==> src/dsc_map.vh <==
// register map, field positions, reset values and timing for the sink register bank
// Behaviour
// - unlisted register bits are reserved and read back as zero.
// - receiver enable bit 0 enables receiver and drives hot-plug detect high.
// - 8-bit integer divider makes 1 MHz aux tick from host clock.
// - timing-generator enable bit 0 turns generator on; software clears on no-video.
// - pixel width follows lane count until host writes; codes 1, 2, 4.
// - mask bit set blocks its cause from host interrupt; mask resets to ones.
// - valid-video cause only after eight frames following scrambler reset.
// - reading cause register returns pending bits and clears all at once.
// - cause bits 9,8,6,4,3,2,1,0 as extension, info, video, lost, vblank, novideo, power, mode.
// - training-lost set only when trained receiver loses lock.
// - vblank cause set at start of each vertical blanking from VB-ID.
// - no-video cause set when no-video flags follow received active video.
// - msa filter on needs two matching values before update; off passes through.
// - control bit 1 defers long i2c writes; bit 2 sends i2c defer as aux defer.
// - write one to soft reset bit 0 resets video logic; reads zero.
// - two 8-bit counters for aux requests and errors; write to 0x28 clears both.
// - hot-plug pulse write drives hot-plug detect low 750 us; reads zero.
// - record 10-bit cycle count between rising edges during aux sync.
// - capture 4-bit command and 20-bit address; i2c keeps seven low bits.
// - captured length is byte count minus one; zero for address-only.
// - hsync high for bits 7:0 cycles after porch bits 15:8; reset 0x0f0f.
`ifndef DSC_MAP_VH
`define DSC_MAP_VH
`define DSC_OFF_RX_EN 8'h00
`define DSC_OFF_AUX_DIV 8'h04
`define DSC_OFF_TG_EN 8'h0c
`define DSC_OFF_PIX_W 8'h10
`define DSC_OFF_IRQ_MASK 8'h14
`define DSC_OFF_CTRL 8'h18
`define DSC_OFF_SOFT_RST 8'h1c
`define DSC_OFF_AUX_PEND 8'h20
`define DSC_OFF_ERR_CNT 8'h24
`define DSC_OFF_REQ_CNT 8'h28
`define DSC_OFF_HPD_IRQ 8'h2c
`define DSC_OFF_SYNC_PER 8'h30
`define DSC_OFF_CMD 8'h34
`define DSC_OFF_ADDR 8'h38
`define DSC_OFF_LEN 8'h3c
`define DSC_OFF_CAUSE 8'h40
`define DSC_OFF_HSYNC 8'h50
`define DSC_OFF_FAST_I2C 8'h60
`define DSC_CAUSE_MODE 0
`define DSC_CAUSE_POWER 1
`define DSC_CAUSE_NOVID 2
`define DSC_CAUSE_VBLANK 3
`define DSC_CAUSE_LOST 4
`define DSC_CAUSE_VIDEO 6
`define DSC_CAUSE_INFO 8
`define DSC_CAUSE_EXT 9
`define DSC_CTRL_MSA_FILT 0
`define DSC_CTRL_I2C_DEFER 1
`define DSC_CTRL_AUX_DEFER 2
`define DSC_MASK_RST 10'h3ff
`define DSC_HSYNC_RST 16'h0f0f
`define DSC_AUX_DIV_RST 8'h14
`define DSC_VIDEO_FRAMES 4'h8
`define DSC_CLK_MHZ 20
`define DSC_HPD_LOW_US 750
`define DSC_RESP_OKAY 2'b00
`define DSC_RESP_DECERR 2'b11
`endif

==> src/dsc_regs.v <==
// sink configuration and status register bank on an axi4-lite slave
`timescale 1ns/1ps
`include "dsc_map.vh"
module dsc_regs #(
  parameter ADDR_W = 8,
  parameter HPD_LOW_CYCLES = `DSC_HPD_LOW_US * `DSC_CLK_MHZ
) (
  input wire core_clk_in,
  input wire rst_b_in,
  input wire [ADDR_W-1:0] s_axi_awaddr_in,
  input wire s_axi_awvalid_in,
  output reg s_axi_awready_out,
  input wire [31:0] s_axi_wdata_in,
  input wire [3:0] s_axi_wstrb_in,
  input wire s_axi_wvalid_in,
  output reg s_axi_wready_out,
  output reg [1:0] s_axi_bresp_out,
  output reg s_axi_bvalid_out,
  input wire s_axi_bready_in,
  input wire [ADDR_W-1:0] s_axi_araddr_in,
  input wire s_axi_arvalid_in,
  output reg s_axi_arready_out,
  output reg [31:0] s_axi_rdata_out,
  output reg [1:0] s_axi_rresp_out,
  output reg s_axi_rvalid_out,
  input wire s_axi_rready_in,
  input wire [2:0] lane_count_in,
  input wire ev_ext_pkt_in,
  input wire ev_info_pkt_in,
  input wire ev_power_state_in,
  input wire scrambler_reset_in,
  input wire frame_start_in,
  input wire training_done_in,
  input wire link_locked_in,
  input wire vbid_vblank_in,
  input wire vbid_novideo_in,
  input wire active_video_in,
  input wire msa_valid_in,
  input wire [15:0] msa_hres_in,
  input wire [15:0] msa_vres_in,
  input wire aux_in_progress_in,
  input wire aux_sync_in,
  input wire aux_edge_in,
  input wire aux_req_done_in,
  input wire aux_req_err_in,
  input wire [3:0] aux_cmd_in,
  input wire [19:0] aux_addr_in,
  input wire [3:0] aux_len_in,
  input wire aux_addr_only_in,
  input wire active_end_in,
  output reg hpd_out,
  output reg aux_tick_out,
  output reg timing_gen_en_out,
  output reg [2:0] pixel_width_out,
  output reg msa_filter_on_out,
  output reg i2c_defer_long_out,
  output reg i2c_defer_as_aux_out,
  output reg video_rst_out,
  output reg [15:0] msa_hres_out,
  output reg [15:0] msa_vres_out,
  output reg hsync_out,
  output reg [7:0] fast_i2c_div_out,
  output reg irq_out
);

  localparam [2:0] HS_IDLE = 3'b001;
  localparam [2:0] HS_PORCH = 3'b010;
  localparam [2:0] HS_PULSE = 3'b100;

  // byte-lane merge of a write into a stored word
  function [31:0] wmerge;
    input [31:0] old;
    input [31:0] nw;
    input [3:0] strb;
    integer i;
    begin
      for (i = 0; i < 4; i = i + 1)
        wmerge[i*8 +: 8] = strb[i] ? nw[i*8 +: 8] : old[i*8 +: 8];
    end
  endfunction

  reg rx_en_q;
  reg [7:0] aux_div_q;
  reg tg_en_q;
  reg [2:0] pix_w_q;
  reg pix_ovr_q;
  reg [9:0] mask_q;
  reg [2:0] ctrl_q;
  reg [7:0] err_cnt_q;
  reg [7:0] req_cnt_q;
  reg [9:0] sync_per_q;
  reg [9:0] sync_cnt_q;
  reg sync_seen_q;
  reg [3:0] cmd_q;
  reg [19:0] addr_q;
  reg [3:0] len_q;
  reg [9:0] cause_q;
  reg [9:0] cause_d;
  reg [15:0] hsync_q;
  reg [7:0] fast_div_q;
  reg [7:0] div_cnt_q;
  reg [31:0] hpd_cnt_q;
  reg [3:0] frame_cnt_q;
  reg vid_wait_q;
  reg trained_q;
  reg locked_q;
  reg vblank_q;
  reg novid_q;
  reg vid_seen_q;
  reg [15:0] hres_prev_q;
  reg [15:0] vres_prev_q;
  reg [2:0] hs_state_q;
  reg [7:0] hs_cnt_q;
  reg [31:0] rdata_d;
  reg rmapped_d;
  reg wmapped_d;

  // write accepted when address and data are both present
  wire wr_go = s_axi_awvalid_in && s_axi_wvalid_in && !s_axi_bvalid_out
               && !s_axi_awready_out;
  wire rd_go = s_axi_arvalid_in && !s_axi_rvalid_out && !s_axi_arready_out;
  wire [ADDR_W-1:0] waddr = s_axi_awaddr_in;
  wire [31:0] wd = wmerge(32'h0, s_axi_wdata_in, s_axi_wstrb_in);
  wire wr_cause_rd = rd_go && (s_axi_araddr_in == `DSC_OFF_CAUSE);
  wire [31:0] mask_wm = wmerge({22'h0, mask_q}, s_axi_wdata_in, s_axi_wstrb_in);
  wire [31:0] hsync_wm = wmerge({16'h0, hsync_q}, s_axi_wdata_in, s_axi_wstrb_in);

  // cause events
  wire lost_ev = trained_q && locked_q && !link_locked_in;
  wire vblank_ev = vbid_vblank_in && !vblank_q;
  wire novid_ev = vbid_novideo_in && !novid_q && vid_seen_q;
  wire video_ev = vid_wait_q && frame_start_in
                  && (frame_cnt_q == `DSC_VIDEO_FRAMES - 4'h1);
  wire msa_upd = msa_valid_in && (!ctrl_q[`DSC_CTRL_MSA_FILT]
                 || (msa_hres_in == hres_prev_q && msa_vres_in == vres_prev_q));
  wire mode_ev = msa_upd && (msa_hres_in != msa_hres_out
                 || msa_vres_in != msa_vres_out);
  wire [9:0] events = {ev_ext_pkt_in, ev_info_pkt_in, 1'b0, video_ev, 1'b0,
                       lost_ev, vblank_ev, novid_ev, ev_power_state_in, mode_ev};

  // cause register update, set wins over read-clear
  always @*
  begin
    cause_d = wr_cause_rd ? 10'h000 : cause_q;
    cause_d = cause_d | events;
  end

  // read mux
  always @*
  begin
    rdata_d = 32'h0;
    rmapped_d = 1'b1;
    case (s_axi_araddr_in)
      `DSC_OFF_RX_EN: rdata_d[0] = rx_en_q;
      `DSC_OFF_AUX_DIV: rdata_d[7:0] = aux_div_q;
      `DSC_OFF_TG_EN: rdata_d[0] = tg_en_q;
      `DSC_OFF_PIX_W: rdata_d[2:0] = pix_w_q;
      `DSC_OFF_IRQ_MASK: rdata_d[9:0] = mask_q;
      `DSC_OFF_CTRL: rdata_d[2:0] = ctrl_q;
      `DSC_OFF_SOFT_RST: rdata_d = 32'h0;
      `DSC_OFF_AUX_PEND: rdata_d[0] = aux_in_progress_in;
      `DSC_OFF_ERR_CNT: rdata_d[7:0] = err_cnt_q;
      `DSC_OFF_REQ_CNT: rdata_d[7:0] = req_cnt_q;
      `DSC_OFF_HPD_IRQ: rdata_d = 32'h0;
      `DSC_OFF_SYNC_PER: rdata_d[9:0] = sync_per_q;
      `DSC_OFF_CMD: rdata_d[3:0] = cmd_q;
      `DSC_OFF_ADDR: rdata_d[19:0] = addr_q;
      `DSC_OFF_LEN: rdata_d[3:0] = len_q;
      `DSC_OFF_CAUSE: rdata_d[9:0] = cause_q;
      `DSC_OFF_HSYNC: rdata_d[15:0] = hsync_q;
      `DSC_OFF_FAST_I2C: rdata_d[7:0] = fast_div_q;
      default: rmapped_d = 1'b0;
    endcase
  end

  always @*
  begin
    wmapped_d = 1'b1;
    case (waddr)
      `DSC_OFF_RX_EN, `DSC_OFF_AUX_DIV, `DSC_OFF_TG_EN, `DSC_OFF_PIX_W,
      `DSC_OFF_IRQ_MASK, `DSC_OFF_CTRL, `DSC_OFF_SOFT_RST, `DSC_OFF_AUX_PEND,
      `DSC_OFF_ERR_CNT, `DSC_OFF_REQ_CNT, `DSC_OFF_HPD_IRQ, `DSC_OFF_SYNC_PER,
      `DSC_OFF_CMD, `DSC_OFF_ADDR, `DSC_OFF_LEN, `DSC_OFF_CAUSE,
      `DSC_OFF_HSYNC, `DSC_OFF_FAST_I2C: wmapped_d = 1'b1;
      default: wmapped_d = 1'b0;
    endcase
  end

  // bus handshake
  always @(posedge core_clk_in or negedge rst_b_in)
  begin
    if (!rst_b_in)
    begin
      s_axi_awready_out <= 1'b0;
      s_axi_wready_out <= 1'b0;
      s_axi_bvalid_out <= 1'b0;
      s_axi_bresp_out <= `DSC_RESP_OKAY;
      s_axi_arready_out <= 1'b0;
      s_axi_rvalid_out <= 1'b0;
      s_axi_rresp_out <= `DSC_RESP_OKAY;
      s_axi_rdata_out <= 32'h0;
    end
    else
    begin
      s_axi_awready_out <= wr_go;
      s_axi_wready_out <= wr_go;
      if (wr_go)
      begin
        s_axi_bvalid_out <= 1'b1;
        s_axi_bresp_out <= wmapped_d ? `DSC_RESP_OKAY : `DSC_RESP_DECERR;
      end
      else if (s_axi_bready_in)
        s_axi_bvalid_out <= 1'b0;
      s_axi_arready_out <= rd_go;
      if (rd_go)
      begin
        s_axi_rvalid_out <= 1'b1;
        s_axi_rdata_out <= rdata_d;
        s_axi_rresp_out <= rmapped_d ? `DSC_RESP_OKAY : `DSC_RESP_DECERR;
      end
      else if (s_axi_rready_in)
        s_axi_rvalid_out <= 1'b0;
    end
  end

  // software registers
  always @(posedge core_clk_in or negedge rst_b_in)
  begin
    if (!rst_b_in)
    begin
      rx_en_q <= 1'b0;
      aux_div_q <= `DSC_AUX_DIV_RST;
      tg_en_q <= 1'b0;
      pix_w_q <= 3'h1;
      pix_ovr_q <= 1'b0;
      mask_q <= `DSC_MASK_RST;
      ctrl_q <= 3'h0;
      hsync_q <= `DSC_HSYNC_RST;
      fast_div_q <= 8'h0;
      video_rst_out <= 1'b0;
    end
    else
    begin
      video_rst_out <= wr_go && waddr == `DSC_OFF_SOFT_RST
                       && s_axi_wstrb_in[0] && s_axi_wdata_in[0];
      if (!pix_ovr_q)
        pix_w_q <= lane_count_in;
      if (wr_go)
      begin
        case (waddr)
          `DSC_OFF_RX_EN: rx_en_q <= s_axi_wstrb_in[0] ? wd[0] : rx_en_q;
          `DSC_OFF_AUX_DIV: aux_div_q <= s_axi_wstrb_in[0] ? wd[7:0] : aux_div_q;
          `DSC_OFF_TG_EN: tg_en_q <= s_axi_wstrb_in[0] ? wd[0] : tg_en_q;
          `DSC_OFF_PIX_W:
          begin
            pix_w_q <= s_axi_wstrb_in[0] ? wd[2:0] : pix_w_q;
            pix_ovr_q <= pix_ovr_q | s_axi_wstrb_in[0];
          end
          `DSC_OFF_IRQ_MASK:
            mask_q <= mask_wm[9:0];
          `DSC_OFF_CTRL: ctrl_q <= s_axi_wstrb_in[0] ? wd[2:0] : ctrl_q;
          `DSC_OFF_HSYNC: hsync_q <= hsync_wm[15:0];
          `DSC_OFF_FAST_I2C: fast_div_q <= s_axi_wstrb_in[0] ? wd[7:0] : fast_div_q;
          default: ;
        endcase
      end
    end
  end

  // aux request capture and counters
  always @(posedge core_clk_in or negedge rst_b_in)
  begin
    if (!rst_b_in)
    begin
      err_cnt_q <= 8'h0;
      req_cnt_q <= 8'h0;
      cmd_q <= 4'h0;
      addr_q <= 20'h0;
      len_q <= 4'h0;
      sync_per_q <= 10'h0;
      sync_cnt_q <= 10'h0;
      sync_seen_q <= 1'b0;
    end
    else
    begin
      if (wr_go && waddr == `DSC_OFF_REQ_CNT)
      begin
        req_cnt_q <= {7'h0, aux_req_done_in};
        err_cnt_q <= {7'h0, aux_req_err_in};
      end
      else
      begin
        req_cnt_q <= req_cnt_q + {7'h0, aux_req_done_in};
        err_cnt_q <= err_cnt_q + {7'h0, aux_req_err_in};
      end
      if (aux_req_done_in)
      begin
        cmd_q <= aux_cmd_in;
        addr_q <= aux_cmd_in[3] ? aux_addr_in : {13'h0, aux_addr_in[6:0]};
        len_q <= aux_addr_only_in ? 4'h0 : aux_len_in;
      end
      // cycles between successive sync rising edges
      if (!aux_sync_in)
        sync_seen_q <= 1'b0;
      else if (aux_edge_in)
      begin
        if (sync_seen_q)
          sync_per_q <= sync_cnt_q;
        sync_seen_q <= 1'b1;
        sync_cnt_q <= 10'h1;
      end
      else
        sync_cnt_q <= sync_cnt_q + 10'h1;
    end
  end

  // event tracking, cause and interrupt
  always @(posedge core_clk_in or negedge rst_b_in)
  begin
    if (!rst_b_in)
    begin
      cause_q <= 10'h0;
      irq_out <= 1'b0;
      frame_cnt_q <= 4'h0;
      vid_wait_q <= 1'b0;
      trained_q <= 1'b0;
      locked_q <= 1'b0;
      vblank_q <= 1'b0;
      novid_q <= 1'b0;
      vid_seen_q <= 1'b0;
      hres_prev_q <= 16'h0;
      vres_prev_q <= 16'h0;
      msa_hres_out <= 16'h0;
      msa_vres_out <= 16'h0;
    end
    else
    begin
      cause_q <= cause_d;
      irq_out <= |(cause_d & ~mask_q);
      trained_q <= training_done_in;
      locked_q <= link_locked_in;
      vblank_q <= vbid_vblank_in;
      novid_q <= vbid_novideo_in;
      if (novid_ev)
        vid_seen_q <= 1'b0;
      else if (active_video_in)
        vid_seen_q <= 1'b1;
      if (scrambler_reset_in)
      begin
        vid_wait_q <= 1'b1;
        frame_cnt_q <= 4'h0;
      end
      else if (vid_wait_q && frame_start_in)
      begin
        frame_cnt_q <= frame_cnt_q + 4'h1;
        if (video_ev)
          vid_wait_q <= 1'b0;
      end
      if (msa_valid_in)
      begin
        hres_prev_q <= msa_hres_in;
        vres_prev_q <= msa_vres_in;
      end
      if (msa_upd)
      begin
        msa_hres_out <= msa_hres_in;
        msa_vres_out <= msa_vres_in;
      end
    end
  end

  // aux tick, hot-plug, hsync and control outputs
  always @(posedge core_clk_in or negedge rst_b_in)
  begin
    if (!rst_b_in)
    begin
      div_cnt_q <= 8'h0;
      aux_tick_out <= 1'b0;
      hpd_cnt_q <= 32'h0;
      hpd_out <= 1'b0;
      hs_state_q <= HS_IDLE;
      hs_cnt_q <= 8'h0;
      hsync_out <= 1'b0;
      timing_gen_en_out <= 1'b0;
      pixel_width_out <= 3'h1;
      msa_filter_on_out <= 1'b0;
      i2c_defer_long_out <= 1'b0;
      i2c_defer_as_aux_out <= 1'b0;
      fast_i2c_div_out <= 8'h0;
    end
    else
    begin
      if (div_cnt_q + 8'h1 >= aux_div_q)
      begin
        div_cnt_q <= 8'h0;
        aux_tick_out <= 1'b1;
      end
      else
      begin
        div_cnt_q <= div_cnt_q + 8'h1;
        aux_tick_out <= 1'b0;
      end
      if (wr_go && waddr == `DSC_OFF_HPD_IRQ && s_axi_wstrb_in[0] && s_axi_wdata_in[0])
        hpd_cnt_q <= HPD_LOW_CYCLES;
      else if (hpd_cnt_q != 32'h0)
        hpd_cnt_q <= hpd_cnt_q - 32'h1;
      hpd_out <= rx_en_q && (hpd_cnt_q == 32'h0);
      timing_gen_en_out <= tg_en_q;
      pixel_width_out <= pix_w_q;
      msa_filter_on_out <= ctrl_q[`DSC_CTRL_MSA_FILT];
      i2c_defer_long_out <= ctrl_q[`DSC_CTRL_I2C_DEFER];
      i2c_defer_as_aux_out <= ctrl_q[`DSC_CTRL_AUX_DEFER];
      fast_i2c_div_out <= fast_div_q;
      case (hs_state_q)
        HS_IDLE:
        begin
          hsync_out <= 1'b0;
          if (tg_en_q && active_end_in)
          begin
            hs_state_q <= HS_PORCH;
            hs_cnt_q <= hsync_q[15:8];
          end
        end
        HS_PORCH:
        begin
          if (hs_cnt_q == 8'h0 || hs_cnt_q == 8'h1)
          begin
            hs_state_q <= HS_PULSE;
            hsync_out <= hsync_q[7:0] != 8'h0;
            hs_cnt_q <= hsync_q[7:0];
          end
          else
            hs_cnt_q <= hs_cnt_q - 8'h1;
        end
        HS_PULSE:
        begin
          if (hs_cnt_q == 8'h0 || hs_cnt_q == 8'h1)
          begin
            hs_state_q <= HS_IDLE;
            hsync_out <= 1'b0;
          end
          else
            hs_cnt_q <= hs_cnt_q - 8'h1;
        end
        default:
        begin
          hs_state_q <= HS_IDLE;
          hsync_out <= 1'b0;
        end
      endcase
      if (!tg_en_q)
      begin
        hs_state_q <= HS_IDLE;
        hsync_out <= 1'b0;
      end
    end
  end

endmodule // dsc_regs

==> config.mk <==
export PLATFORM = sky130hd
export DESIGN_NAME = dsc_regs
export DESIGN_NICKNAME = d
export VERILOG_FILES = /design/src/dsc_regs.v
export VERILOG_INCLUDE_DIRS = /design/src /design/src/src
export SDC_FILE = /design/constraint.sdc
export NUM_CORES = 1
export LEC_CHECK = 0
export BUFFER_PORTS_ARGS = -buffer_cell sky130_fd_sc_hd__buf_4
export CAP_MARGIN = 20
export CORE_MARGIN = 5
export CORE_UTILIZATION = 55
export CTS_CLUSTER_SIZE = 28
export DETAILED_ROUTE_END_ITERATION = 10
export PLACE_DENSITY = 0.78
export RECOVER_POWER = 25
export SYNTH_ARGS = -nofsm -noshare
export SYNTH_HDL_FRONTEND = slang
export SYNTH_SLANG_ARGS = --single-unit
==> constraint.sdc <==
create_clock -name core_clk_in -period 2.8 [get_ports core_clk_in]
set_input_delay 0.14 -clock core_clk_in [delete_from_list [all_inputs] [get_ports core_clk_in]]
set_output_delay 0.14 -clock core_clk_in [all_outputs]
set_load 0.01 [all_outputs]
======== Word level (Yosys, flattened, before mapping) ========
Index checks and enable logic that the tools add are counted.
word-level totals
  word-level logic and storage cells ...... 233
  register bits after elaboration ......... 299
operators by class
  bitwise operators ....................... 4
  $add $sub $neg .......................... 7
  mux-type cells .......................... 51
  magnitude comparators ................... 1
  reduce and logical (&&, ||, !) cells .... 67
  eq/ne operators ......................... 50
operator list
  cell                     number
  $eq A8 B6 Y1 const B     16
  $eq A8 B5 Y1 const B     8
  $mux W32                 2
  $eq A8 B7 Y1 const B     6
  $mux W8                  6
  $pmux W4 S9              1
  $reduce_and A3 Y1        12
  $reduce_or A18 Y1        2
  $eq A16 B16 Y1           2
  $logic_not A32 Y1        1
  $ne A16 B16 Y1           2
  $reduce_bool A32 Y1      1
  $sub A32 B1 Y32 const B  1
  $pmux W2 S13             1
  $logic_and A1 B1 Y1      25
  $logic_not A8 Y1         3
  $mux W3                  8
  $pmux W8 S3              1
  $mux W10                 2
  $mux W20                 1
  $mux W1                  17
  $add A8 B1 Y8            2
  $eq A8 B3 Y1 const B     2
  $eq A8 B4 Y1 const B     2
  other kinds (32)         56

======== Longest topological paths before layout ========
Gate-level depths: netlist of the first run.
  depth after elaboration ................. 8
  gate-level depth with buffers ........... 9

======== Worst setup path after synthesis of the first run ========
OpenSTA, ideal clock, no wires.
  kind .................................... reg-to-reg
  from .................................... register hs_cnt_q[2]
  to ...................................... register hs_cnt_q[2]
  setup slack ............................. 329 ps
  library setup time ...................... 121 ps
  data required time ...................... 2679 ps
  cell stages (with the launch flop) ...... 9
  buffers on the path ..................... 2
  data arrival time ....................... 2350 ps
  path through ............................ dfrtp_1 clkbuf_1 or4_1 or3_1 clkbuf_1 a21oi_1 nand2b_1 o21ai_0 a22o_1
between the ends
  cells in the longest elaborated chain, start to end .. 4
  elaborated cells between the ends (all ways) .. 9
  classes of those cells .................. 1 x add/sub; 2 x eq/ne; 3 x mux; 3 x reduce/logical
ends and longest elaborated chain
  item                                                                   RTL line        RTL
  from (decl)                                                            dsc_regs.v:113  reg [7:0] hs_cnt_q;
  from (signal assigned)                                                 dsc_regs.v:421  hs_cnt_q <= hsync_q[15:8];
  from (signal assigned)                                                 dsc_regs.v:430  hs_cnt_q <= hsync_q[7:0];
  from (signal assigned)                                                 dsc_regs.v:433  hs_cnt_q <= hs_cnt_q - 8'h1;
  parallel branches: the longest is 4 deep, another holds $sub A8 B1 Y8  -
Parallel ways; which one is timed is not known. The select of a mux whose other input is x is not followed.
A chain may end at the register's enable or synchronous reset.

======== Worst setup path in the final report of the first run ========
  from .................................... register hpd_cnt_q[16]
  to ...................................... register hpd_cnt_q[22]
between the ends
  cells in the longest elaborated chain, start to end .. 3
  elaborated cells between the ends (all ways) .. 5
  classes of those cells .................. 1 x add/sub; 2 x mux; 2 x reduce/logical
ends and longest elaborated chain
  item                    RTL line        RTL
  from (decl)             dsc_regs.v:102  reg [31:0] hpd_cnt_q;
  from (signal assigned)  dsc_regs.v:406  hpd_cnt_q <= hpd_cnt_q - 32'h1;
  $sub A32 B1 Y32         dsc_regs.v:406
  $mux W32                dsc_regs.v:405  else if (hpd_cnt_q != 32'h0)
  $mux W32                dsc_regs.v:403  if (wr_go && waddr == `DSC_OFF_HPD_IRQ && s_axi_wstrb_in[0] && s_axi_wdata_in[0])
Parallel ways exist; a longest one is shown, timed or not. The select of a mux whose other input is x is not followed.

==> results.yml, run 1 <==
run_status:
  failed_checks: "max-capacitance violations, max-slew violations"
  status: "complete, but fails checks"
logic_synthesis:
  ys_seq_area_frac: 0.5287
  synth_cells: 1314
  synth_cell_types: 66
  avgSynthCellArea_um2: 10.74
  yosysWarnings: 0
  ys.flop_type: "dfrtp_1"
  synth_seq_cells: 297
  async_flop_share: 1.000
  synth_edf_count: 0
  syn_area_mm2: 0.01411
clocking:
  cts.path.max_buffers: 3
  clk_latency_ps: 560
  ctsResizeCount: 0
  postCtsHoldBufs: 115
  cts_inserted_buffers: 31
  clk_pin_slew_ps: 60
  clock_sinks: 297
  cts_tree: "built"
  h-tree-depth: 1
  cts_root_buf: "clkbuf_16"
  post-cts-setup-buffers: 0
layout:
  final_util: 0.7203
  fin_nets: 1793
  area_delta_synth_final_pct: 28.89
  layout_commonest_cell: "dfrtp_1"
  nFillCells: 1734
  drive_above_1_share: 0.2554
  final_cell_mix: "dfrtp_1 (274), buf_4 (217), nor2_1 (132)"
  fin_cells: 1989
sta:
  finalHoldViolCount: 0
  finalCritPeriodShare: 0.9380
  fin_setup_tns_ps: 0
  worst_pin_slew_ps: 1967
  skew_ps: 19.19
  max_freq_ghz: 0.3808
  slew_headroom: -0.3112
  period_needed_ps: 2626
  drv_slew: 72
  finalSetupViolations: 0
  rsz0062_at_grt: "no"
floorplan:
  ios: 233
  core_area_mm2: 0.02525
  start_util: 0.5588
  die_area_mm2: 0.02896
  rows: 58
  die_w_um: 170.2
  die_h_um: 170.2
flow_run:
  max_cap_violations: 1
drt:
  wl_per_cell_um: 19.11
  drt-total-wl_mm: 38.02
  vias: 11340
  vias_per_cell: 5.703
  postRouteAntennaNets: 0
  dr.pass1.iters: 5
  drc: 0
  drt_iter0_markers: 1117
placement:
  port_buffers: 202
  dp_cells: 1816
  gp_congestion: 0.9035
  dpl.hpwl_mm: 25.77
grt:
  grt_pass1_vias: 11680
  grt_max_degree: 75
  antenna_found_initial: 4
  grt_remaining_overflow: 0
  grt_pass1_wl_mm: 61.34
  grt_usage: 0.2611
setup_path:
  critPathRequiredTime_ps: 3220
  critical_path_class: "flop to flop"
  start_kind: "flop"
  worstPathMaxFanout: 6
  cp-end-kind: "flop"
  cp.arrival_ps: 3050
hold_path:
  hold_class: "primary input to flop"
pwr:
  peakVddDrop_uv: 470.1
  power.leakage_nw: 8.331
  p_per_area_mw_per_mm2: 610.4
flip-flops by register name, indices dropped and copies added (netlist names), 16 cells and up:
| register | cells |
|---|---|
| hsync_q | 16 |
| hpd_cnt_q | 32 |
| msa_hres_out | 16 |
| msa_vres_out | 16 |
| s_axi_rdata_out | 20 |
| vres_prev_q | 16 |
| hres_prev_q | 16 |
| addr_q | 20 |
cell families (layout without fill, tap and decap cells):
logic type	Yosys count	count (layout)	share of synthesized area
compound gates	198	198	0.09034
buf+inv	118	449	0.03546
flops	297	297	0.5287
xor+xnor	119	119	0.07385
mux	140	140	0.1098
fa+ha+maj	19	19	0.01685
other cells	1	15	0.0002657
simple gates	422	422	0.1448
worst paths after layout:
path | start | to | slack, ps | depth (start not counted)
setup / recovery | hpd_cnt_q[16] | hpd_cnt_q[22] | 170 | 6
hold / removal | s_axi_wstrb_in[1] | mask_q[8] | 7 | 4
setup reg to reg | hpd_cnt_q[16] | hpd_cnt_q[22] | 170 | 6
hold reg to reg | ctrl_q[0] | msa_filter_on_out | 380 | 0
max in group asynchronous | rst_b_in | frame_cnt_q[3] | 800 | 3
min in group asynchronous | rst_b_in | s_axi_bvalid_out | 690 | 2
worst max-delay path, cell delays in order (launching register included):
cell     delay (ps)
dfrtp_1         400
or4_4           570
or4_4           440
or4_1           680
nor2_1          200
xnor2_1         140
nor2_1           60
cell type report:
| class | count | area, µm² | share of cell area |
|---|---|---|---|
| well taps | 330 | 412.9 | 0.02270 |
| diodes | 3 | 7.507 | 0.0004127 |
| clock buffers | 46 | 932.1 | 0.05125 |
| inverters | 51 | 191.4 | 0.01052 |
| repair buffers | 343 | 2887 | 0.1587 |
| flip-flops and latches | 297 | 7461 | 0.4102 |
| multi-input cells | 910 | 6196 | 0.3406 |
| clock inverters | 9 | 102.6 | 0.005640 |
synth_stat cells (all sizes together) (9+ instances only):
cell,n,area (µm²)
a22oi,10,75.07
buf,20,132.6
xor2,105,919.6
dfstp,23,604.3
a21oi,30,150.1
o22ai,13,81.33
mux2,118,1329
a21o,9,67.56
nand3,42,210.2
nand2,112,420.4
a221oi,11,96.34
nor4,27,183.9
xnor2,14,122.6
inv,51,191.4
and3,11,68.82
nand4,11,68.82
nor3,21,110.1
nor2,132,495.5
ha,19,237.7
o21ai,67,335.3
a31oi,10,62.56
clkbuf,47,176.4
dfrtp,274,6857
mux2i,22,220.2
nor2b,15,93.84
metal layers:
layer  global-route usage  vias up  wire [µm]
met5                    0        -         13
li1                     -     5219          -
met2               0.4405      460      18440
met3              0.04599      104       2793
met1               0.3432     5559      15390
met4              0.08924        2       1382
metrics by stage:
step / hold slack, ps / setup WS (ps) / area, µm² / power, W
detailed placement: 160.6 / 207.2 / 16020 / 0.006856
finish: 6.812 / 173.7 / 18190 / 0.01110
CTS: 0.1915 / 165.0 / 18200 / 0.01113
floorplan: -155.6 / 329.1 / 14150 / 0.006034
global placement: 154.0 / 232.0 / 16020 / 0.006788
global route: 13.12 / 24.07 / 18190 / 0.01159
report_power, final:
part	total [W]	switching (W)	leakage, nW	internal [W]
clock network	0.00414	0.00168	0.516	0.00247
registers	0.00515	0.000417	3.60	0.00473
logic	0.00181	0.000906	4.21	0.000908
total	0.0111	0.00300	8.33	0.00811
Power figures use the tool's default switching activity.
==> run 2: changes to the inputs <==
--- a/config.mk
+++ b/config.mk
@@ -6,6 +6,7 @@
 export SDC_FILE = /design/constraint.sdc
 export NUM_CORES = 1
 export LEC_CHECK = 0
+export ABC_AREA = 1
 export BUFFER_PORTS_ARGS = -buffer_cell sky130_fd_sc_hd__buf_4
 export CAP_MARGIN = 20
 export CORE_MARGIN = 5
==> run 2 against run 1 <==
  * The run now ends clean
  * Flip-flop and latch count unchanged
  * Count of clock-buffer cells in the layout did not move
  * Critical endpoint is now div_cnt_q[0]
  * Sequential share of layout area decreased by 1.7 points
  * Register-to-register slack improved by 130 ps
==> results.yml, run 2 <==
run_status:
  status: "completed"
layout:
  largestRegisters: "hpd_cnt_q x32, addr_q x20, s_axi_rdata_out x20"
  nFillCells: 2045
  fin_nets: 2232
  seqCellArea_mm2: 0.007461
  final_cell_mix: "nand2_1 (393), dfrtp_1 (274), inv_1 (225)"
  area_delta_synth_final_pct: 26.94
  final_area_mm2: 0.01896
  multi_input_area_mm2: 0.006340
  drive_above_1_share: 0.1826
  top_register: "hpd_cnt_q"
  largest_reg_flops: 32
  layout_commonest_cell: "nand2_1"
logic_synthesis:
  synth_area_leaders: "dfrtp_1 (46%), nand2_1 (9.9%), inv_1 (5.6%), o21ai_0 (4.9%), dfstp_2 (4.0%)"
  synthMostInstantiatedCell: "nand2_1"
  synth_edf_count: 0
  yosysWarnings: 0
  synthSimpleGateAreaFrac: 0.2350
  synth_cell_types: 58
  syn_area_mm2: 0.01493
  synth_adder_area_share: 0.01592
  synth_common_cells: "nand2_1 (393), dfrtp_1 (274), inv_1 (224)"
  synth_top_family_by_area: "simple AND/OR/NAND/NOR gates"
  ys_seq_area_frac: 0.4996
  synth_seq_cells: 297
  synth_xor_area_frac: 0.04750
  avgSynthCellArea_um2: 8.471
  synth_compound_area_frac: 0.1050
  synth_top_area_share: 0.4591
  async_flop_share: 1.000
  synth_cells: 1763
  muxShareOfSynthArea: 0.01734
  synth_largest_area_cell: "dfrtp_1"
  ys.flop_type: "dfrtp_1"
floorplan:
  start_util: 0.5557
  die_area_mm2: 0.03055
  die_h_um: 174.8
  rows: 60
  die_w_um: 174.8
  core_area_mm2: 0.02688
  ios: 233
pwr:
  peakVddDrop_uv: 670.1
  power.leakage_nw: 9.021
  p_per_area_mw_per_mm2: 649.4
setup_path:
  r2r_start: "div_cnt_q[0]"
  path_cells: "nand3_1 > nand3b_1 > and3b_1 > xor2_1 > inv_1 > ha_1 > nand2_1 > o41ai_4 > nor2_1"
  critical_path_class: "flop to flop"
  regToRegEndpoint: "div_cnt_q[0]"
  cp.arrival_ps: 2850
  worst-r2r-cell-count: 9
  crit_path_max_incr_delay_ps: 620
  start_kind: "flop"
  worstPathMaxFanout: 9
  critPathRequiredTime_ps: 3150
  crit_path_top_delay_cell: "o41ai_4"
  r2r_slack_ps: 300
  cp-end-kind: "flop"
  cp-startpoint: "div_cnt_q[0]"
hold_path:
  min_to: "fast_div_q[6]"
  min_path_cells: 3
  min_from: "s_axi_wdata_in[6]"
  hold_class: "primary input to flop"
clocking:
  cts_inserted_buffers: 34
  cts.path.max_buffers: 3
  cts_root_buf: "clkbuf_16"
  clk_pin_slew_ps: 60
  clk_latency_ps: 510
  h-tree-depth: 2
  post-cts-setup-buffers: 0
  cts_tree: "built"
  clock_sinks: 297
sta:
  drv_slew: 0
  finalHoldViolCount: 0
  period_needed_ps: 2497
  finalSetupViolations: 0
  rsz0062_at_grt: "no"
  fin_setup_tns_ps: 0
  skew_ps: 17.77
  finalCritPeriodShare: 0.8919
  slew_headroom: 0.04271
  max_freq_ghz: 0.4004
  worst_pin_slew_ps: 1436
grt:
  antenna_found_initial: 1
  grt_pass1_vias: 13320
  grt_remaining_overflow: 0
  grt_max_degree: 108
  grt_usage: 0.2688
  grt_pass1_wl_mm: 67.13
placement:
  gp_congestion: 0.9656
  place_area_mm2: 0.01674
  dpl.hpwl_mm: 28.93
  port_buffers: 202
drt:
  wl_per_cell_um: 17.06
  vias_per_cell: 5.453
  dr.pass1.iters: 6
  drt_iter0_markers: 1030
  postRouteAntennaNets: 0
  vias: 13310
  drc: 0
  drt-total-wl_mm: 41.62
flow_run:
  max_cap_violations: 0
==> run 2: changes by cell type after synthesis, sizes merged, moves of 15 or more <==
| cell | delta |
|---|---|
| nor2b | -15 |
| xor2 | -76 |
| nand3 | +69 |
| inv | +187 |
| clkbuf | -25 |
| nor3 | +24 |
| nand2 | +293 |
| nor2 | +41 |
| mux2i | -22 |
| a21oi | +19 |
| mux2 | -95 |
| xnor2 | +38 |
| nor4 | -18 |
| o21ai | +86 |
==> run 2: metal layers <==
metal	share of wire	GRT usage	up-vias
li1	-	-	6291
met1	0.41	0.3484	6370
met2	0.49	0.4624	523
met3	0.060	0.03570	121
met4	0.041	0.1031	0
met5	0	0	-
==> run 2: repair_timing <==
action / 4_1_cts / 5_1_grt
endpoints found under the hold margin: 406 / 0
hold buffers: 105 / 0
setup endpoints to repair: 0 / 9
resized for setup: 0 / 1
==> run 2: cell type report <==
| type | count | share of cell area |
|---|---|---|
| Antenna cell | 1 | 0.0001320 |
| Clock buffer | 46 | 0.05274 |
| Clock inverter | 15 | 0.01135 |
| Inverter | 239 | 0.04746 |
| Multi-Input combinational cell | 1186 | 0.3344 |
| Sequential cell | 297 | 0.3936 |
| Tap cell | 341 | 0.02251 |
| Timing Repair Buffer | 315 | 0.1378 |
==> run 2: power by group <==
| group | switching, W | total (W) | leakage, nW | internal (W) |
|---|---|---|---|---|
| Combinational | 0.00135 | 0.00236 | 4.90 | 0.00101 |
| Clock | 0.00178 | 0.00475 | 0.590 | 0.00298 |
| Sequential | 0.000398 | 0.00520 | 3.53 | 0.00480 |
| Total | 0.00352 | 0.0123 | 9.02 | 0.00879 |
==> run 2: critical path: cells and delay by family (launching register included) <==
family	cells	cell delay (ps)
simple gates	5	770
compound gates	1	620
xor+xnor	1	200
fa+ha+maj	1	290
buf+inv	1	70
flops	1	410
==> run 2: kinds of logic after synthesis <==
family                     Yosys count
and+or+nand+nor                    781
DFF                                297
buffers and inverters              291
AOI/OAI and AO/OA                  270
xor gates and xnor gates            81
muxes                               23
adders and majority gates           19
other                                1
==> run 2: worst max path at each step <==
stage / to / slack, ps / cells after the start
after floorplan: div_cnt_q[7] / 470 / 9
after global placement: div_cnt_q[7] / 180 / 9
after detailed placement: div_cnt_q[7] / 160 / 9
after CTS: div_cnt_q[0] / 60 / 9
after global routing: div_cnt_q[0] / 40 / 9
final: div_cnt_q[0] / 300 / 9
==> run 2: stage by stage <==
stage               power [W]  hold WS (ps)    util  setup slack [ps]  std cells
floorplan            0.006637        -155.6       -             472.0       1774
global placement     0.007352        -43.78  0.6228             182.3       2273
detailed placement   0.007448        -41.11  0.6228             157.8       2273
CTS                   0.01236         5.768  0.7071             61.06       2439
global route          0.01292         35.56  0.7054             42.99       2440
finish                0.01231         16.29  0.7054             302.7       2440
==> run 3: changes to the inputs <==
--- a/config.mk
+++ b/config.mk
@@ -9,11 +9,13 @@
 export ABC_AREA = 1
 export BUFFER_PORTS_ARGS = -buffer_cell sky130_fd_sc_hd__buf_4
 export CAP_MARGIN = 20
+export CELL_PAD_IN_SITES_DETAIL_PLACEMENT = 0
+export CELL_PAD_IN_SITES_GLOBAL_PLACEMENT = 1
 export CORE_MARGIN = 5
-export CORE_UTILIZATION = 55
+export CORE_UTILIZATION = 43
 export CTS_CLUSTER_SIZE = 28
 export DETAILED_ROUTE_END_ITERATION = 10
-export PLACE_DENSITY = 0.78
+export PLACE_DENSITY = 0.86
 export RECOVER_POWER = 25
 export SYNTH_ARGS = -nofsm -noshare
 export SYNTH_HDL_FRONTEND = slang
==> run 3 against run 2 <==
  * The run now ends with max-capacitance violations, max-slew violations left
  * Flip-flop and latch count is the same
  * Via count shrank 2.7%
  * Critical path depth is the same
  * Sequential power is essentially flat
  * Clock power decreased by 4%
  * Fmax increased by 0.56%
  * Core utilization shrank 15 points
  * Combinational power about the same
  * Sequential share of layout area down 0.28 points
  * Global-route usage fell by 5.4 points
  * Critical path type unchanged
==> results.yml, run 3 (synthesis results as in run 2) <==
pwr:
  p_per_area_mw_per_mm2: 633.9
  power.leakage_nw: 9.067
  peakVddDrop_uv: 385.8
clocking:
  cts.path.max_buffers: 3
  h-tree-depth: 2
  cts_tree: "built"
  cts_root_buf: "clkbuf_16"
  cts_inserted_buffers: 36
  clk_pin_slew_ps: 60
  clock_sinks: 297
  clk_latency_ps: 510
layout:
  top_register: "hpd_cnt_q"
  final_cell_mix: "nand2_1 (393), dfrtp_1 (274), inv_1 (225)"
  final_area_mm2: 0.01909
  largestRegisters: "hpd_cnt_q x32, addr_q x20, s_axi_rdata_out x20"
  multi_input_area_mm2: 0.006340
  seqCellArea_mm2: 0.007461
  layout_commonest_cell: "nand2_1"
  fin_nets: 2238
  drive_above_1_share: 0.1869
  nFillCells: 3138
  largest_reg_flops: 32
  area_delta_synth_final_pct: 27.85
floorplan:
  start_util: 0.4334
  die_w_um: 196.4
  die_area_mm2: 0.03856
  die_h_um: 196.4
  rows: 68
  ios: 233
  core_area_mm2: 0.03446
sta:
  drv_slew: 126
  finalHoldViolCount: 0
  skew_ps: 12.72
  max_freq_ghz: 0.4027
  slew_headroom: -0.5665
  finalCritPeriodShare: 0.8869
  fin_setup_tns_ps: 0
  worst_pin_slew_ps: 2350
  rsz0062_at_grt: "no"
  period_needed_ps: 2483
  finalSetupViolations: 0
  hold_slack_ps: 23.31
drt:
  wl_per_cell_um: 16.43
  drt-total-wl_mm: 42.07
  vias_per_cell: 5.055
  drc: 0
  dr.pass1.iters: 6
  vias: 12950
  postRouteAntennaNets: 0
  drt_iter0_markers: 789
hold_path:
  hold_class: "primary input to flop"
setup_path:
  crit_path_top_delay_cell: "o41ai_4"
  crit_path_max_incr_delay_ps: 600
  cp-end-kind: "flop"
  start_kind: "flop"
  critPathRequiredTime_ps: 3180
  worstPathMaxFanout: 9
  critical_path_class: "flop to flop"
  path_cells: "nand3_1 > nand3b_1 > and3b_1 > xor2_1 > inv_1 > ha_1 > nand2_1 > o41ai_4 > nor2_1"
  cp.arrival_ps: 2860
placement:
  place_area_mm2: 0.01694
  dpl.hpwl_mm: 30.98
  gp_congestion: 0.9259
  port_buffers: 202
grt:
  grt_max_degree: 88
  grt_pass1_wl_mm: 67.91
  grt_remaining_overflow: 0
  antenna_found_initial: 1
  grt_usage: 0.2152
  grt_pass1_vias: 12800
flow_run:
  max_cap_violations: 2
run_status:
  status: "complete, but fails checks"
  failed_checks: "max-capacitance violations, max-slew violations"
-- run 3: changes by cell type in the layout (fill, tap and decap cells not counted), sizes merged --
cell / delta
bufinv: -4
buf: +10
diode: +2
clkinvlp: -3
clkbuf: +7
dlygate4sd3: -5
-- run 3: final cells by class --
cell class	count	area share
clock buffer	54	0.05760
multi-input combinational	1186	0.3320
tap	455	0.02982
antenna	3	0.0003932
inverter	239	0.04712
clock inverter	8	0.003408
sequential	297	0.3908
timing repair buffer	319	0.1389
-- run 3: path summary, 6_finish.rpt --
path	from	to	slack (ps)	cells after the start
setup / recovery	div_cnt_q[0]	div_cnt_q[7]	320	9
hold / removal	s_axi_awaddr_in[3]	video_rst_out	20	3
setup reg to reg	div_cnt_q[0]	div_cnt_q[7]	320	9
hold reg to reg	pix_w_q[0]	pixel_width_out[0]	370	0
max in group asynchronous	rst_b_in	aux_div_q[4]	520	3
min in group asynchronous	rst_b_in	hpd_cnt_q[30]	870	2
-- run 3: critical path, delay by kind of cell (launching register included) --
kind / cells / cell delay, ps
buffers and inverters: 1 / 70
and+or+nand+nor: 5 / 790
AOI/OAI and AO/OA: 1 / 600
DFF: 1 / 400
xor gates and xnor gates: 1 / 200
adders and majority gates: 1 / 290
-- run 3: per-stage QoR --
step / instances / setup WS [ps] / utilization / total power, W
floorplan: 1774 / 472.0 / - / 0.006637
global placement: 2396 / 213.2 / 0.4915 / 0.007410
detailed placement: 2396 / 67.31 / 0.4915 / 0.007489
CTS: 2558 / 75.08 / 0.5543 / 0.01222
global route: 2559 / 19.54 / 0.5540 / 0.01278
finish: 2561 / 316.7 / 0.5541 / 0.01210
-- run 3: what timing repair did --
item | in CTS | in global routing
hold buffers | 100 | 0
endpoints found under the hold margin | 211 | 0
buffers inserted | 0 | 0
gates resized for setup | 0 | 1
setup endpoints to repair | 0 | 9
-- run 3: routing by layer --
metal  share of wire  up-vias  track usage
met2            0.49      306       0.3595
met1            0.44     6231       0.2948
met5               0        -            0
met4           0.032        0      0.06594
met3           0.040       87      0.02786
li1                -     6322            -
-- run 3: power by group --
| group | switching [W] | leakage, nW | internal [W] |
|---|---|---|---|
| combinational | 0.00132 | 4.95 | 0.00103 |
| clock | 0.00177 | 0.584 | 0.00279 |
| sequential | 0.000394 | 3.53 | 0.00480 |
